$ cat config.mk
export PLATFORM = sky130hd
export DESIGN_NAME = reset_controller
export DESIGN_NICKNAME = d
export VERILOG_FILES = /design/src/include/reset_ctrl_pkg.sv /design/src/hw/reset_controller.sv /design/src/hw/brownout_filter.sv /design/src/hw/powerup_delay_timer.sv
export SDC_FILE = /design/constraint.sdc
export NUM_CORES = 1
export LEC_CHECK = 0
export BUFFER_PORTS_ARGS = -buffer_cell sky130_fd_sc_hd__buf_2
export CAP_MARGIN = 15
export CORE_ASPECT_RATIO = 0.9
export CORE_UTILIZATION = 56
export CTS_CLUSTER_DIAMETER = 200
export DETAILED_ROUTE_END_ITERATION = 7
export HOLD_SLACK_MARGIN = 0.03
export MAX_ROUTING_LAYER = met4
export PLACE_DENSITY_LB_ADDON = 0.2
export SLEW_MARGIN = 30
export SYNTH_ARGS = -nofsm -noshare
export SYNTH_HDL_FRONTEND = slang
export SYNTH_SLANG_ARGS = --single-unit
$ cat constraint.sdc
create_clock -name i_clk_sys -period 4.1 [get_ports i_clk_sys]
set_input_delay 0 -clock i_clk_sys [delete_from_list [all_inputs] [get_ports i_clk_sys]]
set_output_delay 0 -clock i_clk_sys [all_outputs]
set_load 0.1 [all_outputs]
$ cat src/include/reset_ctrl_pkg.sv
// Constants, types and register layout for the brown-out and power-up reset controller.
// Assumes a single 125 MHz system clock and a plain address/strobe register port.
// Function
// - Any of six reset requests forces a core reset.
// - Power-on detector low keeps the core in reset.
// - Enabled power-up timer gives nominal 64 ms after power-on or brown-out.
// - Core stays in reset while the power-up timer runs.
// - Active-low enable bit clear enables timer; set bypasses it.
// - Timer starts only once power-on and brown-out conditions are released.
// - Active detector reporting low supply holds the core in reset.
// - Two-bit mode field picks four modes; code 00 is always off.
// - Mode 11 keeps detector on; start waits for ready and good supply.
// - Always-on mode protects in sleep and does not delay wake-up.
// - Mode 10 detector on except sleep; start waits for ready and supply.
// - Off-in-sleep mode delays wake-up until detector ready again.
// - Mode 01 lets software bit control detector; start never waits.
// - Software mode protects once ready; ready bit mirrors detector state.
// - In software mode sleep does not change protection.
// - Reset only when supply stays low longer than the filter time.
// - Outside mode 01 the software bit is stored but has no effect.
// - In mode 01 bit 7 enables detector; resets to 1 on power events.
// - Read-only bit 0 reads 1 when detector active, else 0.
// - Forced-on modes have ready set before the core starts executing.
// - Start needs timer done, oscillator start-up done and pin released.
package reset_ctrl_pkg;

  localparam int unsigned CLK_HZ           = 125_000_000;
  localparam int unsigned PWRUP_TIME_MS    = 64;
  localparam int unsigned PWRUP_CYCLES     = PWRUP_TIME_MS * (CLK_HZ / 1000);
  localparam int unsigned FILTER_TIME_NS   = 1000;
  localparam int unsigned FILTER_CYCLES    = (FILTER_TIME_NS * (CLK_HZ / 1_000_000) + 999) / 1000;

  localparam logic [3:0] ADDR_BROWNOUT_CONTROL = 4'h0;
  localparam logic [3:0] ADDR_CONFIG_STATUS    = 4'h1;
  localparam int unsigned BIT_SW_ENABLE        = 7;
  localparam int unsigned BIT_READY            = 0;
  localparam logic [7:0]  BROWNOUT_CONTROL_RST = 8'h80;

  typedef enum logic [1:0] {
    MODE_ALWAYS_OFF   = 2'b00,
    MODE_SOFTWARE     = 2'b01,
    MODE_OFF_IN_SLEEP = 2'b10,
    MODE_ALWAYS_ON    = 2'b11
  } brownout_mode_t;

  typedef enum logic [1:0] {
    ST_POWER_HOLD = 2'b00,
    ST_TIMING     = 2'b01,
    ST_WAIT_READY = 2'b10,
    ST_RUN        = 2'b11
  } seq_state_t;

  // Requests that end in a plain core reset without restarting the timer.
  typedef struct packed {
    logic ext_pin;
    logic watchdog;
    logic instruction;
    logic stack_over;
    logic stack_under;
    logic prog_exit;
  } reset_req_t;

  typedef struct packed {
    logic [3:0] addr;
    logic [7:0] wdata;
    logic       wr;
    logic       rd;
  } reg_req_t;

endpackage

$ cat src/hw/reset_controller.sv
// Top of the reset controller: sequences power-on, brown-out and the other resets.
// Assumes analog detector levels and request inputs are synchronous to i_clk_sys.
`timescale 1ns/100ps
module reset_controller #(
  parameter int unsigned PWRUP_CYCLES  = reset_ctrl_pkg::PWRUP_CYCLES,
  parameter int unsigned FILTER_CYCLES = reset_ctrl_pkg::FILTER_CYCLES
) (
  input  wire logic                           i_clk_sys,
  input  wire logic                           i_reset,
  input  wire logic                           i_por_low,
  input  wire logic                           i_brownout_low,
  input  wire logic                           i_brownout_ready,
  input  wire reset_ctrl_pkg::brownout_mode_t i_brownout_mode_sel,
  input  wire logic                           i_powerup_delay_enable_n,
  input  wire logic                           i_osc_start_done,
  input  wire logic                           i_sleep,
  input  wire reset_ctrl_pkg::reset_req_t     i_reset_req,
  input  wire reset_ctrl_pkg::reg_req_t       i_reg,
  output logic [7:0]                          o_rdata,
  output logic                                o_brownout_enable,
  output logic                                o_core_reset,
  output logic                                o_wake_ok,
  output logic                                o_power_event
);
  import reset_ctrl_pkg::*;

  seq_state_t state;
  seq_state_t next_state;
  logic       sw_brownout_enable;
  logic       next_sw_brownout_enable;
  logic [7:0] next_rdata;
  logic       next_core_reset;
  logic       next_brownout_enable;
  logic       next_wake_ok;
  logic       next_power_event;
  logic       detector_on;
  logic       trip;
  logic       power_cond;
  logic       timer_done;
  logic       other_req;
  logic       start_waits;
  logic       ready_gate;

  // Which modes keep the detector powered, given sleep and the software bit.
  always_comb begin
    unique case (i_brownout_mode_sel)
      MODE_ALWAYS_ON:    detector_on = 1'b1;
      MODE_OFF_IN_SLEEP: detector_on = !i_sleep;
      MODE_SOFTWARE:     detector_on = sw_brownout_enable;
      default:           detector_on = 1'b0;
    endcase
  end

  // Forced-on modes wait for detector ready; software and off modes never do.
  assign start_waits = (i_brownout_mode_sel == MODE_ALWAYS_ON) ||
                       (i_brownout_mode_sel == MODE_OFF_IN_SLEEP);
  assign ready_gate  = !start_waits || (i_brownout_ready && !i_brownout_low);

  brownout_filter #(
    .CYCLES (FILTER_CYCLES)
  ) u_filter (
    .i_clk_sys (i_clk_sys),
    .i_reset   (i_reset),
    .i_low     (i_brownout_low && detector_on && i_brownout_ready),
    .o_trip    (trip)
  );

  // Power condition: the power-on detector low or a filtered brown-out trip.
  assign power_cond = i_por_low || trip;
  assign other_req  = |i_reset_req;

  powerup_delay_timer #(
    .CYCLES (PWRUP_CYCLES)
  ) u_timer (
    .i_clk_sys (i_clk_sys),
    .i_reset   (i_reset),
    .i_run     (state == ST_TIMING),
    .o_done    (timer_done)
  );

  // Sequencer: power hold, then timer, then ready wait, then run.
  always_comb begin
    next_state = state;
    case (state)
      ST_POWER_HOLD: begin
        if (!power_cond) begin
          next_state = i_powerup_delay_enable_n ? ST_WAIT_READY : ST_TIMING;
        end
      end
      ST_TIMING: begin
        if (power_cond) begin
          next_state = ST_POWER_HOLD;
        end else if (timer_done) begin
          next_state = ST_WAIT_READY;
        end
      end
      ST_WAIT_READY: begin
        if (power_cond) begin
          next_state = ST_POWER_HOLD;
        end else if (ready_gate && i_osc_start_done) begin
          next_state = ST_RUN;
        end
      end
      ST_RUN: begin
        if (power_cond) begin
          next_state = ST_POWER_HOLD;
        end
      end
      default: next_state = ST_POWER_HOLD;
    endcase
  end

  // Software bit returns to one on each power event; other resets keep it.
  always_comb begin
    next_sw_brownout_enable = sw_brownout_enable;
    if (state == ST_POWER_HOLD) begin
      next_sw_brownout_enable = BROWNOUT_CONTROL_RST[BIT_SW_ENABLE];
    end else if (i_reg.wr && i_reg.addr == ADDR_BROWNOUT_CONTROL) begin
      next_sw_brownout_enable = i_reg.wdata[BIT_SW_ENABLE];
    end
  end

  // Register reads; data stand the cycle after the strobe, zero otherwise.
  always_comb begin
    next_rdata = 8'h00;
    if (i_reg.rd) begin
      case (i_reg.addr)
        ADDR_BROWNOUT_CONTROL: begin
          next_rdata[BIT_SW_ENABLE] = sw_brownout_enable;
          next_rdata[BIT_READY]     = detector_on && i_brownout_ready;
        end
        ADDR_CONFIG_STATUS: begin
          next_rdata = {4'h0, state, i_brownout_mode_sel};
        end
        default: next_rdata = 8'h00;
      endcase
    end
  end

  // Registered outputs; any other request resets the core without the timer.
  always_comb begin
    next_core_reset      = (next_state != ST_RUN) || other_req;
    next_brownout_enable = detector_on;
    next_wake_ok         = (i_brownout_mode_sel != MODE_OFF_IN_SLEEP) ||
                           i_brownout_ready;
    next_power_event     = (state == ST_POWER_HOLD);
  end

  always_ff @(posedge i_clk_sys) begin
    if (i_reset) begin
      state              <= ST_POWER_HOLD;
      sw_brownout_enable <= BROWNOUT_CONTROL_RST[BIT_SW_ENABLE];
      o_rdata            <= 8'h00;
      o_core_reset       <= 1'b1;
      o_brownout_enable  <= 1'b0;
      o_wake_ok          <= 1'b0;
      o_power_event      <= 1'b1;
    end else begin
      state              <= next_state;
      sw_brownout_enable <= next_sw_brownout_enable;
      o_rdata            <= next_rdata;
      o_core_reset       <= next_core_reset;
      o_brownout_enable  <= next_brownout_enable;
      o_wake_ok          <= next_wake_ok;
      o_power_event      <= next_power_event;
    end
  end

  a_por_holds_core : assert property (@(posedge i_clk_sys) disable iff (i_reset)
    i_por_low |=> o_core_reset)
    else $error("Core left reset while power-on detector low.");
  a_req_resets_core : assert property (@(posedge i_clk_sys) disable iff (i_reset)
    other_req |=> o_core_reset)
    else $error("Reset request did not reset the core.");
  a_timer_holds_core : assert property (@(posedge i_clk_sys) disable iff (i_reset)
    state == ST_TIMING |=> o_core_reset)
    else $error("Core released while power-up timer running.");
  a_timer_after_power : assert property (@(posedge i_clk_sys) disable iff (i_reset)
    state == ST_POWER_HOLD && power_cond |=> state == ST_POWER_HOLD)
    else $error("Timer started before power conditions released.");
  a_bypass_skips_timer : assert property (@(posedge i_clk_sys) disable iff (i_reset)
    state == ST_POWER_HOLD && i_powerup_delay_enable_n |=> state != ST_TIMING)
    else $error("Timer ran although bypassed.");
  a_forced_ready_start : assert property (@(posedge i_clk_sys) disable iff (i_reset)
    state == ST_WAIT_READY && start_waits && !i_brownout_ready |=> state != ST_RUN)
    else $error("Start without detector ready in forced mode.");
  a_sw_bit_restore : assert property (@(posedge i_clk_sys) disable iff (i_reset)
    state == ST_POWER_HOLD |=> sw_brownout_enable)
    else $error("Software enable not restored on power event.");
  a_ready_read_zero : assert property (@(posedge i_clk_sys) disable iff (i_reset)
    i_reg.rd && i_reg.addr == ADDR_BROWNOUT_CONTROL && !detector_on |=> !o_rdata[0])
    else $error("Ready bit set with detector off.");
  a_off_mode_inactive : assert property (@(posedge i_clk_sys) disable iff (i_reset)
    i_brownout_mode_sel == MODE_ALWAYS_OFF |=> !o_brownout_enable)
    else $error("Detector on in always-off mode.");

  c_full_start : cover property (@(posedge i_clk_sys) disable iff (i_reset)
    state == ST_TIMING ##1 state == ST_WAIT_READY ##1 state == ST_RUN);
  c_brownout_trip : cover property (@(posedge i_clk_sys) disable iff (i_reset)
    state == ST_RUN ##1 trip);
  c_sw_disable : cover property (@(posedge i_clk_sys) disable iff (i_reset)
    i_brownout_mode_sel == MODE_SOFTWARE && !sw_brownout_enable);
endmodule

$ cat src/hw/brownout_filter.sv
// Glitch filter on the brown-out comparator output.
// Assumes the comparator level is already synchronous to the clock.
`timescale 1ns/100ps
module brownout_filter #(
  parameter int unsigned CYCLES = reset_ctrl_pkg::FILTER_CYCLES
) (
  input  wire logic i_clk_sys,
  input  wire logic i_reset,
  input  wire logic i_low,
  output logic      o_trip
);
  import reset_ctrl_pkg::*;

  logic [15:0] cnt;
  logic [15:0] next_cnt;
  logic        next_trip;

  // Count consecutive low cycles; any good cycle restarts the count.
  always_comb begin
    next_cnt  = cnt;
    next_trip = 1'b0;
    if (!i_low) begin
      next_cnt = 16'h0000;
    end else if (cnt < 16'(CYCLES)) begin
      next_cnt = cnt + 16'h0001;
    end else begin
      next_trip = 1'b1;
    end
  end

  always_ff @(posedge i_clk_sys) begin
    if (i_reset) begin
      cnt    <= 16'h0000;
      o_trip <= 1'b0;
    end else begin
      cnt    <= next_cnt;
      o_trip <= next_trip;
    end
  end

  a_short_dip_ignored : assert property (@(posedge i_clk_sys) disable iff (i_reset)
    !i_low |=> !o_trip)
    else $error("Brown-out trip without sustained low supply.");
endmodule

$ cat src/hw/powerup_delay_timer.sv
// Power-up delay counter: runs once started and flags done at terminal count.
// Assumes a start level that stays high while the count should run.
`timescale 1ns/100ps
module powerup_delay_timer #(
  parameter int unsigned CYCLES = reset_ctrl_pkg::PWRUP_CYCLES
) (
  input  wire logic i_clk_sys,
  input  wire logic i_reset,
  input  wire logic i_run,
  output logic      o_done
);
  import reset_ctrl_pkg::*;

  logic [31:0] cnt;
  logic [31:0] next_cnt;

  // Restarting on a dropped run level gives a full delay after each event.
  always_comb begin
    next_cnt = 32'h0;
    if (i_run) begin
      next_cnt = (cnt < CYCLES) ? cnt + 32'h1 : cnt;
    end
  end

  always_ff @(posedge i_clk_sys) begin
    if (i_reset) begin
      cnt <= 32'h0;
    end else begin
      cnt <= next_cnt;
    end
  end

  assign o_done = i_run && (cnt >= CYCLES);

  a_timer_not_early : assert property (@(posedge i_clk_sys) disable iff (i_reset)
    !i_run ##1 i_run |-> !o_done)
    else $error("Power-up timer done right after start.");
endmodule

Yosys cells after proc, flatten, opt, wreduce, memory -nomap -nowiden
Index checks and enable logic that the tools add are counted.
Word-level totals
  bits in registers: 64
  input port bits: 30
  output and inout port bits: 12
  word-level logic and storage cells: 66
Cells by class
  $add $sub $neg: 2
  magnitude comparators: 3
  equal/unequal tests: 9
  mux-type cells: 11
  bitwise operators: 5
  reduce and logical (&&, ||, !) cells: 24
Operator list (count)
  $add A32 B1 Y32 const B: 1
  $ge A32 B23 Y1 const B: 1
  $lt A32 B23 Y1 const B: 1
  $add A16 B1 Y16 const B: 1
  $lt A16 B7 Y1 const B: 1
  $mux W2: 7
  $eq A2 B2 Y1 const B: 4
  $pmux W2 S4: 1
  $reduce_or A2 Y1: 4
  $logic_and A1 B1 Y1: 7
  $reduce_or A3 Y1: 2
  $reduce_or A6 Y1: 1
  $logic_or A1 B1 Y1: 5
  $not A1 Y1: 5
  $eq A2 B1 Y1 const B: 2
  $eq A4 B1 Y1 const B: 1
  $logic_not A4 Y1: 1
  $ne A2 B2 Y1 const B: 2
  $logic_not A1 Y1: 3
  $pmux W1 S3: 1
  $logic_not A2 Y1: 1
  $pmux W1 S2: 1
  $mux W1: 1

Depth between registers and ports, before layout
  depth after elaboration: 10
  mapped depth: 6
  depth with buffers taken out: 6

By module
Synthesis repeated with hierarchy kept, for this count alone.
Unflattened totals
  cell total of the unflattened synthesis: 292
  area total of the unflattened synthesis: 2716.4 um^2
By module, submodules not included
  powerup_delay_timer: times used 1, cells an instance 165, area an instance 1492.7 um^2, sequential area each 640.6 um^2
  brownout_filter: times used 1, cells an instance 72, area an instance 711.9 um^2, sequential area each 340.3 um^2
  reset_controller: times used 1, cells an instance 55, area an instance 511.7 um^2, sequential area each 240.2 um^2

Worst setup path after synthesis
No wires, ideal clock.
  kind: flip-flop to flip-flop
  start point: reg u_timer.cnt[9]
  end point: reg u_timer.cnt[19]
  library setup time: 0.116 ns
  data arrival time: 1.617 ns
  data required time: 3.984 ns
  setup slack: 2.367 ns
  stages on the path, launching flop included: 6
  buffers on the path: 0
  period minus slack after synthesis: 1.733 ns
  cell sequence: dfxtp_1 -> o31ai_1 -> nand3_1 -> a211oi_1 -> a21oi_1 -> a31o_2
On the way
  longest elaborated chain between the ends: 1
  elaborated cells between the ends (all ways): 2
  those cells by class: add/sub (1); order compare (1)
RTL lines
  start: declaration: RTL line powerup_delay_timer.sv:14  | logic [31:0] cnt;
  start signal: assignment: RTL line powerup_delay_timer.sv:29  | cnt <= next_cnt;
  $add A32 B1 Y32 / $lt A32 B23 Y1 (equally long branches): RTL line powerup_delay_timer.sv:21  | next_cnt = (cnt < CYCLES) ? cnt + 32'h1 : cnt;
Parallel ways exist; a longest one is shown, timed or not.
A chain may end at the register's enable or synchronous reset.

Worst setup path in the final report
  start point: reg u_timer.cnt[27]
  end point: reg u_timer.cnt[9]
On the way
  longest elaborated chain between the ends: 1
RTL lines (RTL line)
  $lt A32 B23 Y1: powerup_delay_timer.sv:21
No other way between the ends.

==> metrics.md <==
| Metric | Value |
|---|---|
| Status | `completed` |
| Worst setup SP type | `flip-flop` |
| Synth Flop Type | `dfxtp_1` |
| Core Rows | `23` |
| Final nets | `366` |
| Initial DRC count | `173` |
| Sum Neg Setup Slack | `0 ns` |
| Final wirelength | `5240 microns` |
| Worst slew margin | `41.9%` |
| Synth cell count leaders | `dfxtp_1, nor2_1, and2_1, xnor2_1, nand3_1` |
| Hold Crit Depth | `4` |
| Final Hold Vio Count | `0` |
| Clock transition at path regs | `0.06 ns` |
| DRT Pass-1 Iters | `4` |
| Maximum clock frequency | `385 MHz` |
| Cell Area, Synth | `2600 sq um` |
| CP max FO | `14` |
| Initial Util | `58.3%` |
| Wl on met1 | `2460 microns` |
| Max Root-Sink Buffers | `2` |
| Yosys warning total | `0` |
| Antenna violations before repair | `0` |
| Arrival time worst endpoint | `2.83 ns` |
| Die ar. | `4920 sq um` |
| Final setup viols | `0` |
| Non-filler cells, final | `399` |
| Buffer and inverter count on the worst path | `0` |
| Hold_sp | `i_osc_start_done` |
| Setup repair bufs after CTS | `0` |
| Highest Signal Layer | `met4` |
| Most frequent cell after synthesis | `dfxtp_1` |
| IO Pins | `42` |
| Vias in the first global route | `2015` |
| Critical path's top delay family | `compound AO/OA/AOI/OAI gates` |
| Asr flop ratio synth | `0%` |
| Yosys top cell area share | `47.0%` |
| Pwr Density | `381 nW/um^2` |
| CORE AREA | `4460 sq um` |
| Fin crit share | `63.4%` |
| Worst R2R Path Depth | `5` |
| CP max stage cell | `a211oi_1` |
| Met2 WL | `2500 microns` |
| Total track usage | `25.1%` |
| Post-CTS Hold Buffers | `16` |
| H-Tree Level Count | `3` |
| Synth Instances | `282` |
| Period minus WS final | `2.60 ns` |
| Post-synthesis register bit count | `61` |
| Reg2reg start | `u_timer.cnt[27]` |
| First-pass GRT wire length | `8910 microns` |
| Maxcap violations | `0` |
| Worst setup EP type | `flip-flop` |
| Antenna cell count | `0` |
| Sequential fraction of the synthesis area | `47.0%` |
| Antenna Nets Post-Route | `0` |
| Worst path max stage delay | `0.88 ns` |
| Minimum hold slack | `0.0761 ns` |
| Placed cells | `367` |
| Syn avg cell area | `9.22 sq um` |
| Hold path endpoint | `state[0]` |
| Crit path kind | `reg -> reg` |
| Peak supply drop | `0.249 mV` |
| Fraction of layout cells with a size suffix above 1 | `17.2%` |
| Hold crit path type | `in -> reg` |
| RSZ-0062 raised after global routing | `no` |
| Placed Area | `2780 sq um` |
| CTS tree | `yes` |
| Lkg Pwr | `1.21 nW` |
| Crit path required time | `4.33 ns` |
| Clock sink count | `61` |
| Die Wd | `73.8 microns` |
| Post-Place Setup Slack | `1.54 ns` |
| Worst skew pair latency | `0.34 ns` |
| Post-CTS resize count | `0` |
| Routed met3 length | `190 microns` |
| Synth area leaders | `dfxtp_1, xnor2_1, nor2_1` |
| Reg2reg end | `u_timer.cnt[9]` |
| Drt via density | `5.36` |
| Via Count | `2140` |
| CTS Buf Count | `9` |
| Design area | `3130 sq um` |
| Synth area leader | `dfxtp_1` |
| Count of cell types in the netlist | `42` |
| Wirelength per Cell | `13.1 microns` |
| Max Slew Vio Count | `0` |
| Fin Clk Skew | `0.00989 ns` |
| Total congestion overflow | `0` |
| Number of fill cells | `348` |
| Dpl hpwl | `3180 microns` |
| Post-synth EDFFs | `0` |
| Area delta synth->final | `20.5%` |
| Setup slack, reg-to-reg | `1.50 ns` |
| Largest net degree at the start of global routing | `24` |
| CTS Root Cell | `clkbuf_8` |
| Final worst slack | `1.50 ns` |
| Worst slew pin tran | `0.869 ns` |
| DRC viols | `0` |
| Die height | `66.6 microns` |
| GPL Wtd Cong | `0.790` |
| Critical-path cell list | `nor4_1, nand3_1, a211oi_1, a21oi_1, a31o_2` |
| IO Port Bufs | `31` |
==> per-layer routing <==
metal  vias to the layer above  GRT usage [%]
met5                         -              -
met4                         0           8.65
met3                        10           10.7
met2                        41           38.1
met1                       995           29.8
li1                       1094              -
==> worst register-to-register path: stages (launching register included) <==
cell,delay (ns)
dfxtp_1,0.31
nor4_1,0.30
nand3_1,0.63
a211oi_1,0.88
a21oi_1,0.15
a31o_2,0.23
==> power by group <==
part           switching (mW)  total [mW]  internal, mW  leakage, nW
clock                   0.222       0.518         0.295       0.0964
combinational          0.0519      0.0759        0.0240        0.617
sequential            0.00335       0.600         0.597        0.493
==> state kept, by name, summed over array words and instances, names as in the netlist <==
register,flops
sw_brownout_enable,1
o_brownout_enable,1
o_power_event,1
o_rdata,5
state,2
o_wake_ok,1
o_core_reset,1
u_filter.o_trip,1
u_timer.cnt,32
u_filter.cnt,16
==> cell families after synthesis <==
family          Yosys count  share of synthesized area [%]
simple gates            123                           23.8
flops                    61                           47.0
compound gates           50                           16.1
buf+inv                  23                           4.19
xor+xnor                 18                           6.06
fa+ha+maj                 4                           1.93
mux                       2                          0.770
other cells               1                          0.144
==> placed cells by master, fill, tap and decap left out, types with 2 or more instances in the layout <==
| cell | instances |
|---|---|
| inv_1 | 13 |
| nor3_1 | 12 |
| o21ai_0 | 8 |
| dlygate4sd3_1 | 16 |
| nor2_1 | 35 |
| clkbuf_8 | 10 |
| and2_1 | 18 |
| nor4_1 | 5 |
| or3_1 | 2 |
| ha_1 | 4 |
| and3_1 | 8 |
| nand4_1 | 7 |
| nand2_1 | 14 |
| buf_2 | 31 |
| clkbuf_1 | 2 |
| clkinv_2 | 2 |
| mux2i_1 | 2 |
| a211oi_1 | 5 |
| a21o_1 | 2 |
| a21oi_1 | 15 |
| dfxtp_1 | 61 |
| a31o_2 | 5 |
| nand3_1 | 17 |
| conb_1 | 3 |
| a2111oi_2 | 3 |
| a2111oi_4 | 3 |
| xnor2_1 | 18 |
==> worst max path at each step <==
stage	end	start	cells after the start	slack, ns
detailed placement	u_timer.cnt[9]	u_timer.cnt[27]	5	1.54
global route	u_timer.cnt[9]	u_timer.cnt[9]	5	1.26
finish	u_timer.cnt[9]	u_timer.cnt[27]	5	1.50
CTS	u_timer.cnt[19]	u_timer.cnt[27]	5	1.51
global placement	u_timer.cnt[9]	u_timer.cnt[9]	5	1.60
floorplan	u_timer.cnt[19]	u_timer.cnt[9]	5	2.37
==> through the flow <==
step                utilization, %  total power [mW]
finish                        70.2              1.19
global route                  70.2              1.24
CTS                           70.2              1.20
detailed placement            62.3             0.677
global placement              62.3             0.676
floorplan                        -             0.660
==> area by class of cell <==
cell class,count,area [sq um],area share [%]
clock inverter,4,47.5,1.52
inverter,13,48.8,1.56
sequential,61,1220,39.0
multi-input combinational,200,1280,40.8
clock buffer,12,145,4.63
tap,62,77.6,2.48
timing repair buffer,47,315,10.1
No activity file was read; power rests on OpenSTA's default activity.
